<file path="config.mk">
export PLATFORM = sky130hd
export DESIGN_NAME = dpms_sequencer
export DESIGN_NICKNAME = d
export VERILOG_FILES = /design/src/rtl/dpms_pkg.sv /design/src/rtl/dpms_pin_sync.sv /design/src/rtl/dpms_sequencer.sv
export SDC_FILE = /design/constraint.sdc
export NUM_CORES = 1
export LEC_CHECK = 0
export BUFFER_PORTS_ARGS = -buffer_cell sky130_fd_sc_hd__buf_2
export CAP_MARGIN = 40
export CORE_UTILIZATION = 45
export DETAILED_ROUTE_END_ITERATION = 7
export PLACE_DENSITY = 0.76
export SLEW_MARGIN = 10
export SYNTH_ARGS = -nofsm -noshare
export SYNTH_HDL_FRONTEND = slang
export SYNTH_SLANG_ARGS = --single-unit
</file>
<file path="constraint.sdc">
create_clock -name clk -period 2.1 [get_ports clk]
set_input_delay 0.42 -clock clk [delete_from_list [all_inputs] [get_ports clk]]
set_output_delay 0.42 -clock clk [all_outputs]
set_load 0.005 [all_outputs]
</file>
<file path="src/rtl/dpms_pkg.sv">
// Constants shared by the deserializer power mode sequencer
package dpms_pkg;
   localparam int CLK_PERIOD_NS = 100;
   // Enable qualification, both directions
   localparam int T_ENABLE_NS   = 10000;
   localparam int T_PWRDN_NS    = 10000;
   localparam int T_WAKEUP_NS   = 500000;
   localparam int T_SLEEP_NS    = 100000;
   // Link clock slower than 250 kHz falls back to standby: the gap counter times 2000 ns between any two edges
   localparam int F_LINK_MIN_KHZ = 500;
   localparam int T_LINK_MAX_NS  = 1000000 / F_LINK_MIN_KHZ;
   localparam int ENABLE_CYC = (T_ENABLE_NS + CLK_PERIOD_NS - 1) / CLK_PERIOD_NS;
   localparam int PWRDN_CYC  = (T_PWRDN_NS + CLK_PERIOD_NS - 1) / CLK_PERIOD_NS;
   localparam int WAKEUP_CYC = T_WAKEUP_NS / CLK_PERIOD_NS;
   localparam int SLEEP_CYC  = T_SLEEP_NS / CLK_PERIOD_NS;
   localparam int LINK_GAP_CYC = T_LINK_MAX_NS / CLK_PERIOD_NS;
   // Link edges needed in standby before waking
   localparam int ACT_EDGES = 4;
   localparam int CNT_W = 16;
   // Clock multiplication per lane count
   localparam logic [4:0] MULT_TWO_LANE = 5'h0F;
   localparam logic [4:0] MULT_ONE_LANE = 5'h1E;
   // Idle output pattern
   localparam logic [23:0] IDLE_COLOUR = 24'hFFFFFF;
   // Register map, byte addresses
   localparam logic [3:0] ADDR_CTRL   = 4'h0;
   localparam logic [3:0] ADDR_STATUS = 4'h4;
   localparam logic [31:0] CTRL_RESET = 32'h0000_0000;
   localparam int CTRL_FORCE_BIT  = 0;
   localparam int ST_MODE_LSB     = 0;
   localparam int ST_LOCK_BIT     = 4;
   localparam int ST_TWO_LANE_BIT = 5;
   localparam int ST_RELEASED_BIT = 6;
   localparam int ST_ENABLE_BIT   = 7;
   typedef enum logic [2:0] {
      MODE_SHUTDOWN,
      MODE_STANDBY,
      MODE_ACQUIRE,
      MODE_RECEIVE,
      MODE_DRAIN
   } dpms_mode_type;
endpackage

</file>
<file path="src/rtl/dpms_pin_sync.sv">
// Three-stage pin synchroniser with agreement filter
`timescale 1ns/1ps
module dpms_pin_sync #(
   parameter int WIDTH = 1
) (
   input  wire logic             clk,
   input  wire logic             rstn,
   input  wire logic [WIDTH-1:0] pin_in,
   output logic      [WIDTH-1:0] level_out
);
   logic [WIDTH-1:0] ff1_r;
   logic [WIDTH-1:0] ff2_r;
   logic [WIDTH-1:0] ff3_r;
   logic [WIDTH-1:0] level_r;
   wire  [WIDTH-1:0] agree = ~(ff2_r ^ ff3_r);
   wire  [WIDTH-1:0] level_nxt = (agree & ff3_r) | (~agree & level_r);

   always_ff @(posedge clk)
   begin
      if (!rstn)
      begin
         ff1_r   <= '0;
         ff2_r   <= '0;
         ff3_r   <= '0;
         level_r <= '0;
      end
      else
      begin
         ff1_r   <= pin_in;
         ff2_r   <= ff1_r;
         ff3_r   <= ff2_r;
         level_r <= level_nxt;
      end
   end

   assign level_out = level_r;
endmodule

</file>
<file path="src/rtl/dpms_sequencer.sv">
// Operating-mode sequencer of a serial video receiver with Avalon-MM status port
`timescale 1ns/1ps
// Function
// - Leave shutdown only after enable held high longer than 10 us.
// - Standby holds colour and syncs high, data-enable and pixel clock low.
// - Entering standby starts the link clock activity monitor.
// - Link clock activity seen in standby moves to acquire.
// - Acquire enables clock recovery and keeps outputs idle.
// - Lock within the wake-up time moves to receive.
// - After lock enable lane zero alone or both lanes per lane select.
// - First recovered word releases the bus and is driven out.
// - Common mode high means standby request; outputs off within sleep time.
// - Receive to standby goes idle on next recovered clock falling edge.
// - Back in standby clock recovery stops, activity monitor keeps running.
// - Enable low longer than power-down time enters shutdown, outputs idle.
// - Shutdown turns off clock recovery and deserialisation.
// - Link clock below 250 kHz (no edge for 2 us) falls back to standby.
// - Lane select high multiplies link clock by 15, 15 bits per lane.
module dpms_sequencer #(
   parameter int WAKEUP_CYCLES = dpms_pkg::WAKEUP_CYC
) (
   input  wire logic        clk,
   input  wire logic        rstn,
   input  wire logic        receiver_enable_pin,
   input  wire logic        link_clock_in,
   input  wire logic        clock_common_mode_level,
   input  wire logic        pll_lock_in,
   input  wire logic        pll_clock_in,
   input  wire logic        lane_count_select,
   input  wire logic [23:0] recovered_colour,
   input  wire logic        recovered_vsync,
   input  wire logic        recovered_hsync,
   input  wire logic        recovered_valid,
   input  wire logic        recovered_strobe,
   input  wire logic [3:0]  avs_address,
   input  wire logic        avs_read,
   input  wire logic        avs_write,
   input  wire logic [31:0] avs_writedata,
   input  wire logic [3:0]  avs_byteenable,
   output logic      [31:0] avs_readdata,
   output logic             avs_waitrequest,
   output logic      [23:0] colour_out,
   output logic             vertical_sync_out,
   output logic             horizontal_sync_out,
   output logic             pixel_valid_out,
   output logic             pixel_clock_out,
   output logic             pll_enable_out,
   output logic             monitor_enable_out,
   output logic             deser_enable_out,
   output logic             serial_lane_zero_enable,
   output logic             serial_lane_one_enable,
   output logic      [4:0]  pll_multiplier_out
);
   localparam int CW = dpms_pkg::CNT_W;
   localparam logic [CW-1:0] ENABLE_MAX = CW'(dpms_pkg::ENABLE_CYC);
   localparam logic [CW-1:0] PWRDN_MAX  = CW'(dpms_pkg::PWRDN_CYC);
   localparam logic [CW-1:0] WAKEUP_MAX = CW'(WAKEUP_CYCLES);
   localparam logic [CW-1:0] SLEEP_MAX  = CW'(dpms_pkg::SLEEP_CYC);
   localparam logic [CW-1:0] GAP_MAX    = CW'(dpms_pkg::LINK_GAP_CYC);
   localparam logic [2:0]    EDGE_MAX   = 3'(dpms_pkg::ACT_EDGES);

   // Raw pins in synchroniser order
   logic [5:0] pins_raw;
   logic [5:0] pins_s;
   assign pins_raw[5] = receiver_enable_pin;
   assign pins_raw[4] = link_clock_in;
   assign pins_raw[3] = clock_common_mode_level;
   assign pins_raw[2] = pll_lock_in;
   assign pins_raw[1] = pll_clock_in;
   assign pins_raw[0] = lane_count_select;

   // Synchronised pins
   dpms_pin_sync #(
      .WIDTH (6)
   ) u_pin_sync (
      .clk       (clk),
      .rstn      (rstn),
      .pin_in    (pins_raw),
      .level_out (pins_s)
   );
   wire enable_s = pins_s[5];
   wire link_s   = pins_s[4];
   wire cm_s     = pins_s[3];
   wire lock_s   = pins_s[2];
   wire pllclk_s = pins_s[1];
   wire lanes_s  = pins_s[0];

   dpms_pkg::dpms_mode_type mode_r;
   dpms_pkg::dpms_mode_type mode_nxt;
   logic [CW-1:0] en_hi_r;
   logic [CW-1:0] en_hi_nxt;
   logic [CW-1:0] en_lo_r;
   logic [CW-1:0] en_lo_nxt;
   logic [CW-1:0] wait_r;
   logic [CW-1:0] wait_nxt;
   logic [CW-1:0] gap_r;
   logic [CW-1:0] gap_nxt;
   logic [2:0]    edges_r;
   logic [2:0]    edges_nxt;
   logic          link_prev_r;
   logic          pllclk_prev_r;
   logic          released_r;
   logic          released_nxt;
   logic          two_lane_r;
   logic          ack_r;
   logic [31:0]   ctrl_r;
   logic [31:0]   readdata_r;
   logic [23:0]   colour_r;
   logic          vsync_r;
   logic          hsync_r;
   logic          valid_r;
   logic          pclk_r;

   // Qualified enable levels
   wire en_on   = (en_hi_r == ENABLE_MAX);
   wire en_off  = (en_lo_r == PWRDN_MAX);
   wire link_edge   = link_s ^ link_prev_r;
   wire pll_fall    = pllclk_prev_r & ~pllclk_s;
   wire link_slow   = (gap_r == GAP_MAX);
   wire force_sb    = ctrl_r[dpms_pkg::CTRL_FORCE_BIT];
   wire sleep_req   = cm_s | link_slow | force_sb;
   wire in_standby  = (mode_r == dpms_pkg::MODE_STANDBY);
   wire in_acquire  = (mode_r == dpms_pkg::MODE_ACQUIRE);
   wire in_receive  = (mode_r == dpms_pkg::MODE_RECEIVE);
   wire in_drain    = (mode_r == dpms_pkg::MODE_DRAIN);
   wire in_shutdown = (mode_r == dpms_pkg::MODE_SHUTDOWN);
   wire wait_done   = (wait_r == '0);

   // Enable qualification counters
   assign en_hi_nxt = !enable_s ? '0 : (en_on ? en_hi_r : en_hi_r + CW'(1));
   assign en_lo_nxt = enable_s ? '0 : (en_off ? en_lo_r : en_lo_r + CW'(1));
   // Link clock gap counter: saturates when no edge for a slow period
   assign gap_nxt = (link_edge || in_shutdown) ? '0 : (link_slow ? gap_r : gap_r + CW'(1));

   // Sync stages reset low while the idle link sits high; that first false edge
   // arrives in shutdown, where the monitor and gap counter are held clear
   // Activity monitor: counts link edges with common mode low
   always_comb
   begin
      edges_nxt = edges_r;
      if (!monitor_enable_out || cm_s || link_slow)
         edges_nxt = '0;
      else if (link_edge && edges_r != EDGE_MAX)
         edges_nxt = edges_r + 3'h1;
   end

   // Mode sequencing
   always_comb
   begin
      mode_nxt     = mode_r;
      wait_nxt     = (wait_r == '0) ? '0 : wait_r - CW'(1);
      released_nxt = released_r;
      case (mode_r)
         dpms_pkg::MODE_SHUTDOWN:
         begin
            released_nxt = 1'b0;
            if (en_on)
               mode_nxt = dpms_pkg::MODE_STANDBY;
         end
         dpms_pkg::MODE_STANDBY:
         begin
            released_nxt = 1'b0;
            if (en_off)
               mode_nxt = dpms_pkg::MODE_SHUTDOWN;
            else if (edges_r == EDGE_MAX && !force_sb)
            begin
               mode_nxt = dpms_pkg::MODE_ACQUIRE;
               wait_nxt = WAKEUP_MAX;
            end
         end
         dpms_pkg::MODE_ACQUIRE:
         begin
            if (en_off)
               mode_nxt = dpms_pkg::MODE_SHUTDOWN;
            else if (sleep_req)
               mode_nxt = dpms_pkg::MODE_STANDBY;
            else if (lock_s)
               mode_nxt = dpms_pkg::MODE_RECEIVE;
            else if (wait_done)
               mode_nxt = dpms_pkg::MODE_STANDBY;
         end
         // Lock loss is handled like a standby request
         dpms_pkg::MODE_RECEIVE:
         begin
            if (en_off)
            begin
               mode_nxt     = dpms_pkg::MODE_SHUTDOWN;
               released_nxt = 1'b0;
            end
            else if (sleep_req || !lock_s)
            begin
               mode_nxt = dpms_pkg::MODE_DRAIN;
               wait_nxt = SLEEP_MAX;
            end
            else if (recovered_strobe)
               released_nxt = 1'b1;
         end
         dpms_pkg::MODE_DRAIN:
         begin
            // Idle on the recovered clock falling edge, bounded by the sleep time
            if (pll_fall || wait_done || en_off)
            begin
               released_nxt = 1'b0;
               mode_nxt     = en_off ? dpms_pkg::MODE_SHUTDOWN : dpms_pkg::MODE_STANDBY;
            end
         end
         default:
         begin
            mode_nxt     = dpms_pkg::MODE_SHUTDOWN;
            released_nxt = 1'b0;
         end
      endcase
   end

   always_ff @(posedge clk)
   begin
      if (!rstn)
      begin
         mode_r        <= dpms_pkg::MODE_SHUTDOWN;
         en_hi_r       <= '0;
         en_lo_r       <= '0;
         wait_r        <= '0;
         gap_r         <= '0;
         edges_r       <= '0;
         link_prev_r   <= 1'b0;
         pllclk_prev_r <= 1'b0;
         released_r    <= 1'b0;
      end
      else
      begin
         mode_r        <= mode_nxt;
         en_hi_r       <= en_hi_nxt;
         en_lo_r       <= en_lo_nxt;
         wait_r        <= wait_nxt;
         gap_r         <= gap_nxt;
         edges_r       <= edges_nxt;
         link_prev_r   <= link_s;
         pllclk_prev_r <= pllclk_s;
         released_r    <= released_nxt;
      end
   end

   // Lane count latched at lock
   always_ff @(posedge clk)
   begin
      if (!rstn)
         two_lane_r <= 1'b0;
      else if (in_acquire && lock_s)
         two_lane_r <= lanes_s;
   end

   // Power control outputs
   assign monitor_enable_out = !in_shutdown;
   assign pll_enable_out     = in_acquire || in_receive || in_drain;
   assign deser_enable_out   = in_receive || in_drain;
   assign serial_lane_zero_enable = deser_enable_out;
   assign serial_lane_one_enable  = deser_enable_out && two_lane_r;
   assign pll_multiplier_out = lanes_s ? dpms_pkg::MULT_TWO_LANE
                                       : dpms_pkg::MULT_ONE_LANE;

   // Parallel output bus: idle pattern until released
   wire load_word  = released_nxt && recovered_strobe && in_receive;
   wire go_idle    = !released_nxt;
   always_ff @(posedge clk)
   begin
      if (!rstn)
      begin
         colour_r <= dpms_pkg::IDLE_COLOUR;
         vsync_r  <= 1'b1;
         hsync_r  <= 1'b1;
         valid_r  <= 1'b0;
         pclk_r   <= 1'b0;
      end
      else if (go_idle)
      begin
         colour_r <= dpms_pkg::IDLE_COLOUR;
         vsync_r  <= 1'b1;
         hsync_r  <= 1'b1;
         valid_r  <= 1'b0;
         pclk_r   <= 1'b0;
      end
      else if (load_word)
      begin
         colour_r <= recovered_colour;
         vsync_r  <= recovered_vsync;
         hsync_r  <= recovered_hsync;
         valid_r  <= recovered_valid;
         pclk_r   <= ~pclk_r;
      end
   end

   assign colour_out          = colour_r;
   assign vertical_sync_out   = vsync_r;
   assign horizontal_sync_out = hsync_r;
   assign pixel_valid_out     = valid_r;
   assign pixel_clock_out     = pclk_r;

   // Avalon-MM slave: one wait cycle on every access
   wire access    = avs_read || avs_write;
   wire sel_ctrl  = (avs_address == dpms_pkg::ADDR_CTRL);
   wire sel_stat  = (avs_address == dpms_pkg::ADDR_STATUS);
   wire do_write  = avs_write && ack_r && sel_ctrl;
   wire [31:0] be_mask = {{8{avs_byteenable[3]}}, {8{avs_byteenable[2]}},
                          {8{avs_byteenable[1]}}, {8{avs_byteenable[0]}}};
   // Only the force-standby bit is writable
   wire [31:0] ctrl_bits = 32'h0000_0001 << dpms_pkg::CTRL_FORCE_BIT;
   wire [31:0] ctrl_nxt = (ctrl_r & ~be_mask) | (avs_writedata & be_mask & ctrl_bits);
   logic [31:0] status_word;
   // Status fields at their package positions; unused bits read zero
   always_comb
   begin
      status_word = 32'h0000_0000;
      status_word[dpms_pkg::ST_MODE_LSB +: 3] = 3'(mode_r);
      status_word[dpms_pkg::ST_LOCK_BIT]      = lock_s;
      status_word[dpms_pkg::ST_TWO_LANE_BIT]  = two_lane_r;
      status_word[dpms_pkg::ST_RELEASED_BIT]  = released_r;
      status_word[dpms_pkg::ST_ENABLE_BIT]    = enable_s;
   end
   wire [31:0] read_mux = sel_ctrl ? ctrl_r : (sel_stat ? status_word : 32'h0000_0000);

   assign avs_waitrequest = access && !ack_r;

   always_ff @(posedge clk)
   begin
      if (!rstn)
      begin
         ack_r      <= 1'b0;
         ctrl_r     <= dpms_pkg::CTRL_RESET;
         readdata_r <= 32'h0000_0000;
      end
      else
      begin
         ack_r <= access && !ack_r;
         if (do_write)
            ctrl_r <= ctrl_nxt;
         if (avs_read && !ack_r)
            readdata_r <= read_mux;
      end
   end

   assign avs_readdata = readdata_r;
endmodule

</file>
==> Yosys cells after proc, flatten, opt, wreduce, memory -nomap -nowiden <==
Cells that the tools add are included.
{ "word_totals": {"reg_bits": 191, "output_inout_bits": 71, "elab_cells": 118, "inputBits": 78} }
{ "op_classes": {"bitwise": 17, "addsub": 5, "n_mux": 26, "n_eq_ne": 15, "reduce_logical": 33} }
{ "op_table": {"columns": ["op", "count"], "rows": [
  ["16-bit two-way mux", 5],
  ["16-bit by 1-bit adder with 16-bit output (second input constant)", 3],
  ["32-bit bitwise AND", 1],
  ["16-bit by 7-bit equality test with 1-bit output (second input constant)", 2],
  ["32-bit two-way mux", 1],
  ["32-bit NOT", 1],
  ["32-bit by 1-bit bitwise OR with 32-bit output", 1],
  ["16-bit one-hot mux with 2 select lines", 1],
  ["3-bit two-way mux", 10],
  ["16-bit by 5-bit equality test with 1-bit output (second input constant)", 1],
  ["16-bit zero test", 1],
  ["16-bit by 1-bit subtractor with 16-bit output (second input constant)", 1],
  ["3-bit one-hot mux with 5 select lines", 1],
  ["6-bit bitwise AND", 2],
  ["6-bit NOT", 2],
  ["1-bit logical AND", 10],
  ["1-bit logical OR", 10],
  ["8-bit two-way mux", 1],
  ["3-bit by 2-bit equality test with 1-bit output (second input constant)", 2],
  ["3-bit equality test (second input constant)", 2],
  ["3-bit by 2-bit != test with 1-bit output (second input constant)", 2],
  ["6-bit bitwise OR", 1],
  ["2-bit OR reduction", 3],
  ["6-bit bitwise XOR", 1],
  ["other kinds (19)", 31]
]} }

==> Longest topological paths before layout <==
Gate-level depths: netlist of run 1.
{ "logic_depth": {"word_depth": 9, "depth_mapped": 11, "mapped_depth_nobuf": 8} }

==> Modules after synthesis <==
From an unflattened synthesis of run 1, not the netlist that was laid out.
{ "unflattened": {"cells_unflattened": 802, "area_unflattened_um2": 7442.1} }
{ "by_module_without_submodules": {"columns": ["module", "seq_area_each_um2", "cells_each", "n_inst", "area_each_um2"], "rows": [
  ["dpms_sequencer", 3343.2, 740, 1, 6731.5],
  ["dpms_pin_sync", 480.5, 62, 1, 710.7]
]} }

==> Worst setup path before layout of run 1 <==
Ideal clock, no wire load.
{ "synth_timing": {"kind": "register to register", "from": "register en_lo_r[0]", "to": "register colour_r[10], in the netlist colour_out[10]", "setup_time_ns": 0.120, "path_slack_ns": 0.097, "required_time_ns": 1.980, "period_less_slack_ns": 2.003, "arrival_ns": 1.883, "stages_incl_launch_ff": 12, "cell_sequence": "dfxtp_1 -> inv_1 -> ha_1 -> nor4b_2 -> and4_1 -> buf_6 -> a2111oi_4 -> o21ai_1 -> a21oi_2 -> buf_6 -> buf_6 -> nand3_1"} }
{ "synth_via": {"elab_chain_cells": 6, "elab_cells_between_ends": 8, "classes_between": "eq/ne: 1; mux: 3; reduce/logical: 4"} }
{ "synth_lines": {"columns": ["item", "line_no", "source"], "rows": [
  ["start, declared", "dpms_sequencer.sv:92", "logic [CW-1:0] en_lo_r;"],
  ["start signal, assigned", "dpms_sequencer.sv:233", "en_lo_r <= en_lo_nxt;"],
  ["16-bit by 7-bit equality test with 1-bit output (*)", "dpms_sequencer.sv:116", "wire en_off = (en_lo_r == PWRDN_MAX);"],
  ["1-bit logical OR", "dpms_sequencer.sv:201", "if (pll_fall || wait_done || en_off)"],
  ["1-bit two-way mux", "dpms_sequencer.sv:201", null],
  ["1-bit one-hot mux with 3 select lines (*)", "dpms_sequencer.sv:153", "case (mode_r)"],
  ["1-bit logical AND (2 in series)", "dpms_sequencer.sv:262", "wire load_word = released_nxt && recovered_strobe && in_receive;"],
  ["end signal, assigned", "dpms_sequencer.sv:268", "colour_r <= dpms_pkg::IDLE_COLOUR;"],
  ["end signal, assigned", "dpms_sequencer.sv:276", "colour_r <= dpms_pkg::IDLE_COLOUR;"],
  ["end signal, assigned", "dpms_sequencer.sv:284", "colour_r <= recovered_colour;"],
  ["end, declared", "dpms_sequencer.sv:108", "logic [23:0] colour_r;"]
]} }
Mark *: on every way between the ends. The rest lies on a longest branch, timed or not.
A chain may end at the register's enable or synchronous reset.

==> Final worst setup path of run 1 <==
{ "layout_timing": {"from": "register wait_r[1]", "to": "register valid_r, in the netlist pixel_valid_out"} }
{ "layout_via": {"elab_chain_cells": 7, "elab_cells_between_ends": 8, "classes_between": "mux: 2; reduce/logical: 6"} }
{ "layout_lines": {"columns": ["item", "line_no", "source"], "rows": [
  ["start, declared", "dpms_sequencer.sv:94", "logic [CW-1:0] wait_r;"],
  ["start signal, assigned", "dpms_sequencer.sv:234", "wait_r <= wait_nxt;"],
  ["16-bit zero test (*)", "dpms_sequencer.sv:127", "wire wait_done = (wait_r == '0);"],
  ["1-bit logical OR (*) (2 in series)", "dpms_sequencer.sv:201", null],
  ["1-bit two-way mux (*)", "dpms_sequencer.sv:201", null],
  ["1-bit one-hot mux with 3 select lines (*)", "dpms_sequencer.sv:153", null],
  ["1-bit logical AND (2 in series)", "dpms_sequencer.sv:262", null],
  ["end signal, assigned", "dpms_sequencer.sv:287", "valid_r <= recovered_valid;"],
  ["end, declared", "dpms_sequencer.sv:111", "logic valid_r;"]
]} }
Marked as above.

==> results of run 1 <==
-- synth_stat cells, types with 2 or more instances --
cell	number	share of area, %
and4b_1	2	0.27
nor4b_2	2	0.41
nor3_2	2	0.27
nor2b_1	3	0.26
buf_6	3	0.46
or3_1	12	1.0
buf_2	5	0.34
nor3b_1	2	0.21
nand4_2	2	0.34
nor3_1	18	1.2
buf_1	3	0.15
nand2b_1	4	0.34
nor4_1	3	0.26
nor4_2	3	0.51
nor2_1	105	5.4
ha_1	10	1.7
a22oi_1	25	2.6
xnor2_1	18	2.2
and4_1	2	0.24
inv_1	17	0.87
mux2i_1	9	1.2
xor2_1	34	4.1
dfxtp_1	191	52
nor4b_1	2	0.24
buf_4	5	0.51
nand3_1	42	2.9
nand2_1	99	5.1
a21oi_1	31	2.1
clkbuf_1	21	1.1
nand4_1	16	1.4
and3_1	14	1.2
and2_1	56	4.8
o21ai_0	22	1.5
-- logic make-up (layout without fill, tap and decap cells) --
| kind of cell | after synthesis | count (layout) | share of synthesized area, % |
|---|---|---|---|
| flip-flops | 191 | 191 | 52.3 |
| other | 1 | 3 | 0.0513 |
| XOR/XNOR | 52 | 52 | 6.23 |
| AO/OA/AOI/OAI | 92 | 92 | 8.03 |
| AND/OR/NAND/NOR | 393 | 393 | 26.8 |
| buffers and inverters | 55 | 190 | 3.48 |
| multiplexers | 9 | 9 | 1.23 |
| adder cells (fa/ha/maj) | 11 | 11 | 1.85 |
-- path summary, 6_finish.rpt --
kind	start	slack, ns	endpoint
min reg2reg	u_pin_sync.ff1_r[2]$_SDFF_PN0_	0.43	u_pin_sync.ff2_r[2]$_SDFF_PN0_
min	recovered_colour[11]	0.19	colour_out[11]$_SDFFE_PN1P_
max reg2reg	wait_r[1]$_SDFF_PN0_	0.05	pixel_valid_out$_SDFFE_PN0P_
max	wait_r[1]$_SDFF_PN0_	0.05	pixel_valid_out$_SDFFE_PN0P_
-- placed cells by master (no fill, tap or decap), types with 10 or more instances in the layout --
cell,n
nand4_1,16
ha_1,10
nand3_1,41
dfxtp_1,188
xnor2_1,18
nor3_1,18
o21ai_0,22
inv_1,17
and2_1,56
and3_1,14
nor2_1,105
buf_4,25
a22oi_1,25
xor2_1,34
clkbuf_16,17
or3_1,12
nand2_1,99
buf_2,114
a21oi_1,30
-- timing repair --
| item | in CTS | in global routing |
|---|---|---|
| buffers inserted | 2 | 1 |
| cloned | 1 | 0 |
| pin swaps | 3 | 3 |
| setup endpoints to repair | 27 | 34 |
| resized for setup | 6 | 9 |
-- report_power, final --
group	internal [W]	total [W]	switching (W)
combinational	0.000517	0.00110	0.000579
clock	0.00176	0.00308	0.00133
sequential	0.00379	0.00395	0.000159
-- layout make-up --
cell class | count | share of cell area (%)
clock inverters | 8 | 0.895
flip-flops and latches | 191 | 43.5
well taps | 216 | 3.07
inverters | 18 | 0.767
repair buffers | 141 | 9.06
multi-input cells | 560 | 37.2
clock buffers | 23 | 5.54
-- flip-flops by register name (all words and copies together) (netlist names), 3 cells and up, named ones only --
| register | count |
|---|---|
| wait_r | 16 |
| edges_r | 3 |
| u_pin_sync.ff1_r | 6 |
| en_hi_r | 16 |
| avs_readdata | 32 |
| u_pin_sync.ff2_r | 6 |
| u_pin_sync.ff3_r | 6 |
| ctrl_r | 31 |
| gap_r | 16 |
| colour_out | 24 |
| mode_r | 3 |
| en_lo_r | 16 |
-- tightest hold or removal path, stage by stage --
cell and delay [ns]:
buf_2 0.07, nand2_1 0.04, nand3_1 0.06
-- per-layer routing --
metal	global-route usage (%)	routed length, um	vias to the layer above
met1	24.8	7120	2695
met3	4.13	636	25
met2	28.2	7010	122
met4	8.41	292	0
met5	0	0	-
li1	-	-	2947
-- stage by stage --
step,hold slack [ns],setup slack (ns),instances,area [um^2]
after floorplan,0.412,0.0973,806,7320
after global placement,0.416,0.0442,1123,8160
after detailed placement,0.418,-0.0279,1123,8160
after CTS,0.171,0.0220,1157,8800
after global routing,0.186,0.0128,1157,8810
final,0.190,0.0459,1157,8810
==> impl_results.md, run 1 <==
* Status: finished, final reports clean
* Via Count at 5789
* Syn avg cell area at 9.09 um^2
* CP Class: reg2reg
* Hold buffers post-CTS at 0
* Initial antenna violation count at 0
* Die ar. at 0.0168 mm^2
* PD cells at 923 mW/mm^2
* Crit path largest cell delay at 0.35 ns
* Rows at 46
* Worst-Margin Slew at 0.620 ns
* Clk slew on worst S/H paths at 0.07 ns
* Fin crit share at 97.8%
* Leak at 3.64 nW
* Synthesis-to-finish area growth at 20.5%
* Max transition margin at 58.6%
* Sequential element share of the synthesized area at 52.3%
* IO buf count at 114
* Peak supply drop at 0.651 mV
* Final Critical Period at 2.05 ns
* Antenna Cells at 0
* Final antenna-violating net count at 0
* Detailed Place HPWL at 10100 um
* CP Capture Type: flip-flop
* CP top delay family: compound AO/OA/AOI/OAI gates
* Unique cell type count in the Yosys netlist at 54
* Fmax at 487 MHz
* CTS tree: built
* Core region area at 0.0159 mm^2
* Die W at 129 um
* Routed wire length per instance at 13.0 um
* Largest net degree at the start of global routing at 30
* Layout Utilization at 55.5%
* Tot GR Track Use at 18.4%
* Number of global-route vias before repair at 5112
* TritonCTS Buffers at 17
* Top FF cell, synth: dfxtp_1
* Cells after Synth at 804
* Clk root buf: clkbuf_16
* Layout fillers at 1437
* DR pass1 iterations at 5
* GPL Wtd Cong at 0.817
* Worst Path Required at 2.46 ns
* IO Count at 149
* Share of cells above drive strength 1 at 20.8%
* R2R cell count at 9
* Congestion Overflow GR at 0
* Initial core utilization at 46.0%
* Startpoint Class: flip-flop
* RSZ-0062 raised after global routing: no
* Longest Clk Path Bufs at 2
* #FFs+latches synth at 191
* Storage cell area at 0.00383 mm^2
* Final hold viol count at 0
* Clock Latency Late Sink at 0.43 ns
* H-tree Lvls at 4
* Final Max Tran Viols at 0
* First-pass GRT wire length at 24300 um
* Die height at 129 um
* Initial DRC Count at 394
* Worst hold path type: in2reg
* Critical Path, Cell by Cell: inv_1 > ha_1 > nor4b_2 > and4_4 > a2111oi_4 > o21ai_2 > a21oi_4 > buf_12 > a21boi_1
* Critical path's slowest cell: dfxtp_2
* Final setup vio count at 0
* Setup_tns at 0 ns
* Final Skew at 0.0118 ns
* # nets final at 1017
* Synth async-reset ratio at 0%
* YS warnings at 0
* Multi-input logic area at 0.00328 mm^2
* Worst path depth at 9
* MaxCap Viol Count at 0
* DR vias/cell at 5.00
* Power Total at 0.00813 W
* WP data arrival at 2.42 ns
* Crit Path Max Fanout at 15
* Hold path cells at 3
* Post-synth EDFFs at 0
* Bufs and invs on worst path at 2
* Detailed Route WL at 15100 um
* DRC viols at 0
* Syn Std Cell Area at 0.00731 mm^2
* CTS Sinks at 191
(Power assumes the default switching activity.)
==> inputs of run 2 (changes only) <==
Settings changed: ABC_AREA set to 1, HOLD_SLACK_MARGIN set to 0.02.
==> run 2 against run 1 <==
Clock skew fell by 0.0011 ns. Cell area rose by 5.5%. Via count rose by 16%. Core utilization fell by 0.21 points. Worst setup slack improved by 0.066 ns. Largest power group unchanged. Register-to-register slack improved by 0.20 ns. Maximum frequency rose by 3.3%. Worst hold slack got worse by 0.022 ns. Die area rose by 7.5%.
==> impl_results.md, run 2 <==
* H-tree Lvls at 4
* Initial core utilization at 46.7%
* Hold buffers post-CTS at 0
* Met2 Routed Length at 8070 um
* Cell taking the most area after synthesis: dfxtp_1
* Largest net degree at the start of global routing at 38
* Largest cells by area after synthesis: dfxtp_1 (49%), nand2_1 (9.0%), nor2_1 (6.3%)
* Antenna Cells at 0
* Layout fillers at 1553
* CTS tree: built
* Post-Route M1 WL at 7530 um
* WP data arrival at 1.57 ns
* Congestion Overflow GR at 0
* Peak supply drop at 0.689 mV
* CP Class: reg2out
* Die height at 134 um
* Final Max Tran Viols at 0
* Syn avg cell area at 7.73 um^2
* Tot GR Track Use at 19.3%
* Clk root buf: clkbuf_16
* MaxCap Viol Count at 0
* TritonCTS Buffers at 17
* Status: finished, final reports clean
* Syn Std Cell Area at 0.00786 mm^2
* Max reg flops at 32
* Setup_tns at 0 ns
* Post-CTS sizing at 0
* Metal3 WL at 881 um
* Detailed Route WL at 16900 um
* Clock share of power at 37.2%
* Synthesis-to-finish area growth at 18.2%
* Crit Path Max Fanout at 4
* Sequential element share of the synthesized area at 48.6%
* Number of global-route vias before repair at 6223
* Placed cells at 1335
* Post-synth EDFFs at 0
* Longest Clk Path Bufs at 2
* Via Count at 6693
* Final WS setup at 0.112 ns
* Top FF cell, synth: dfxtp_1
* Final hold viol count at 0
* #FFs+latches synth at 191
* Unique cell type count in the Yosys netlist at 48
* GPL Wtd Cong at 0.853
* CTS Sinks at 191
* Final setup vio count at 0
* Core region area at 0.0168 mm^2
* Initial antenna violation count at 0
* CP Capture Type: output port
* Clock Latency Late Sink at 0.44 ns
* Placed instance area at 0.00866 mm^2
* Fin crit share at 94.7%
* Leak at 4.00 nW
* Most common cell in the netlist: dfxtp_1
* Die W at 134 um
* Rows at 47
* Die ar. at 0.0180 mm^2
* DR pass1 iterations at 6
* Worst-Margin Slew at 0.544 ns
* # nets final at 1222
* PD cells at 975 mW/mm^2
* Cell area after layout at 0.00929 mm^2
* Detailed Place HPWL at 11700 um
* Final antenna-violating net count at 0
* Post-Layout Cell Count at 1367
* Storage cell area at 0.00382 mm^2
* Clk slew on worst S/H paths at 0.07 ns
* Setup slack at placement at 0.241 ns
* Final Critical Period at 1.99 ns
* Most frequent cells in the layout: dfxtp_1 (191), nand2_1 (188), nor2_1 (132)
* Internal power at 0.00641 W
* IO Count at 149
* Worst Path Required at 1.68 ns
* DR vias/cell at 4.90
* Initial DRC Count at 327
* Power share of the sequential group at 44.4%
* RSZ-0062 raised after global routing: no
* First-pass GRT wire length at 28300 um
* Commonest non-fill, non-tap cell in the layout: dfxtp_1
* Post-synth top cells: dfxtp_1 (191), nand2_1 (188), nor2_1 (133)
* Fmax at 503 MHz
* Top Metal Used: met4
* Startpoint Class: flip-flop
* Comb power frac at 18.4%
* Sw frac at 29.2%
* Cells after Synth at 1017
* YS warnings at 0
* Sw Pwr at 0.00265 W
* Share of cells above drive strength 1 at 18.7%
* Post-CTS Setup Bufs at 0
* IO buf count at 114
* Final Skew at 0.0107 ns
* DRC viols at 0
* Multi-input logic area at 0.00338 mm^2
* Synth async-reset ratio at 0%
* Worst hold path type: in2reg
* Routed wire length per instance at 12.3 um
* Area share of the largest cell type after synthesis at 48.6%
* Max transition margin at 63.4%
[run 2: changes by cell type in the layout (fill, tap and decap cells not counted), moves of 10 or more]
| cell | change |
|---|---|
| nand2_1 | +89 |
| o21ai_0 | +48 |
| xnor2_1 | -10 |
| and3_1 | -11 |
| nor2_1 | +27 |
| a21oi_1 | +48 |
| and2_1 | -56 |
| xor2_1 | -25 |
| nand3_2 | +18 |
| or3_1 | -12 |
| nand3_1 | +14 |
| a22oi_1 | -25 |
| inv_1 | +101 |
[run 2: power by group through the flow]
stage | Clock, W | Sequential (W) | Combinational (W)
6_report | 0.00336 | 0.00402 | 0.00167
5_1_grt | 0.00355 | 0.00405 | 0.00189
4_1_cts | 0.00341 | 0.00402 | 0.00165
3_5_place_dp | 0 | 0.00410 | 0.00162
3_3_place_gp | 0 | 0.00409 | 0.00158
2_1_floorplan | 0 | 0.00406 | 0.00123
[run 2: area by class of cell]
type                    instances  share of cell area, %
clock buffers                  18                   4.73
clock inverters                14                   1.97
inverters                     128                   5.20
multi-input cells             665                   36.3
flip-flops and latches        191                   41.2
well taps                     220                   2.96
repair buffers                131                   7.65
[run 2: stage by stage]
step	utilization, %	power [W]	hold slack, ns
after floorplan	-	0.00529	0.390
after global placement	51.5	0.00567	0.393
after detailed placement	51.5	0.00572	0.399
after CTS	55.2	0.00908	0.161
after global routing	55.2	0.00949	0.167
final	55.2	0.00906	0.168
[run 2: logic make-up (layout without fill, tap and decap cells)]
logic type | count (synthesis) | in the layout | synth area share (%)
xor gates and xnor gates | 17 | 17 | 1.89
adders and majority gates | 10 | 10 | 1.59
and+or+nand+nor | 464 | 464 | 27.4
AOI/OAI and AO/OA | 171 | 171 | 11.7
buffers and inverters | 163 | 291 | 8.69
other | 1 | 3 | 0.0477
DFF | 191 | 191 | 48.6
[run 2: path summary, 6_finish.rpt]
kind / slack, ns / from / depth (start not counted) / endpoint
min reg2reg: 0.41 / u_pin_sync.ff1_r[0]$_SDFF_PN0_ / 2 / u_pin_sync.ff2_r[0]$_SDFF_PN0_
min: 0.17 / lane_count_select / 3 / u_pin_sync.ff1_r[0]$_SDFF_PN0_
max: 0.11 / mode_r[2]$_SDFFE_PN0P_ / 6 / serial_lane_one_enable
max reg2reg: 0.25 / en_lo_r[0]$_SDFFE_PP0N_ / 11 / colour_out[11]$_SDFFE_PN1P_
[run 2: metal layers]
metal | global-route usage (%) | up-vias
met4 | 8.43 | 0
met3 | 5.71 | 32
li1 | - | 3503
met2 | 31.5 | 131
met5 | 0 | -
met1 | 23.7 | 3027
[run 2: worst max-delay path, cell delays in order (launching register included)]
cell and delay (ns):
dfxtp_1 0.34, inv_2 0.09, nand2_1 0.11, nor2_4 0.15, inv_2 0.09, a21oi_1 0.21, buf_2 0.16
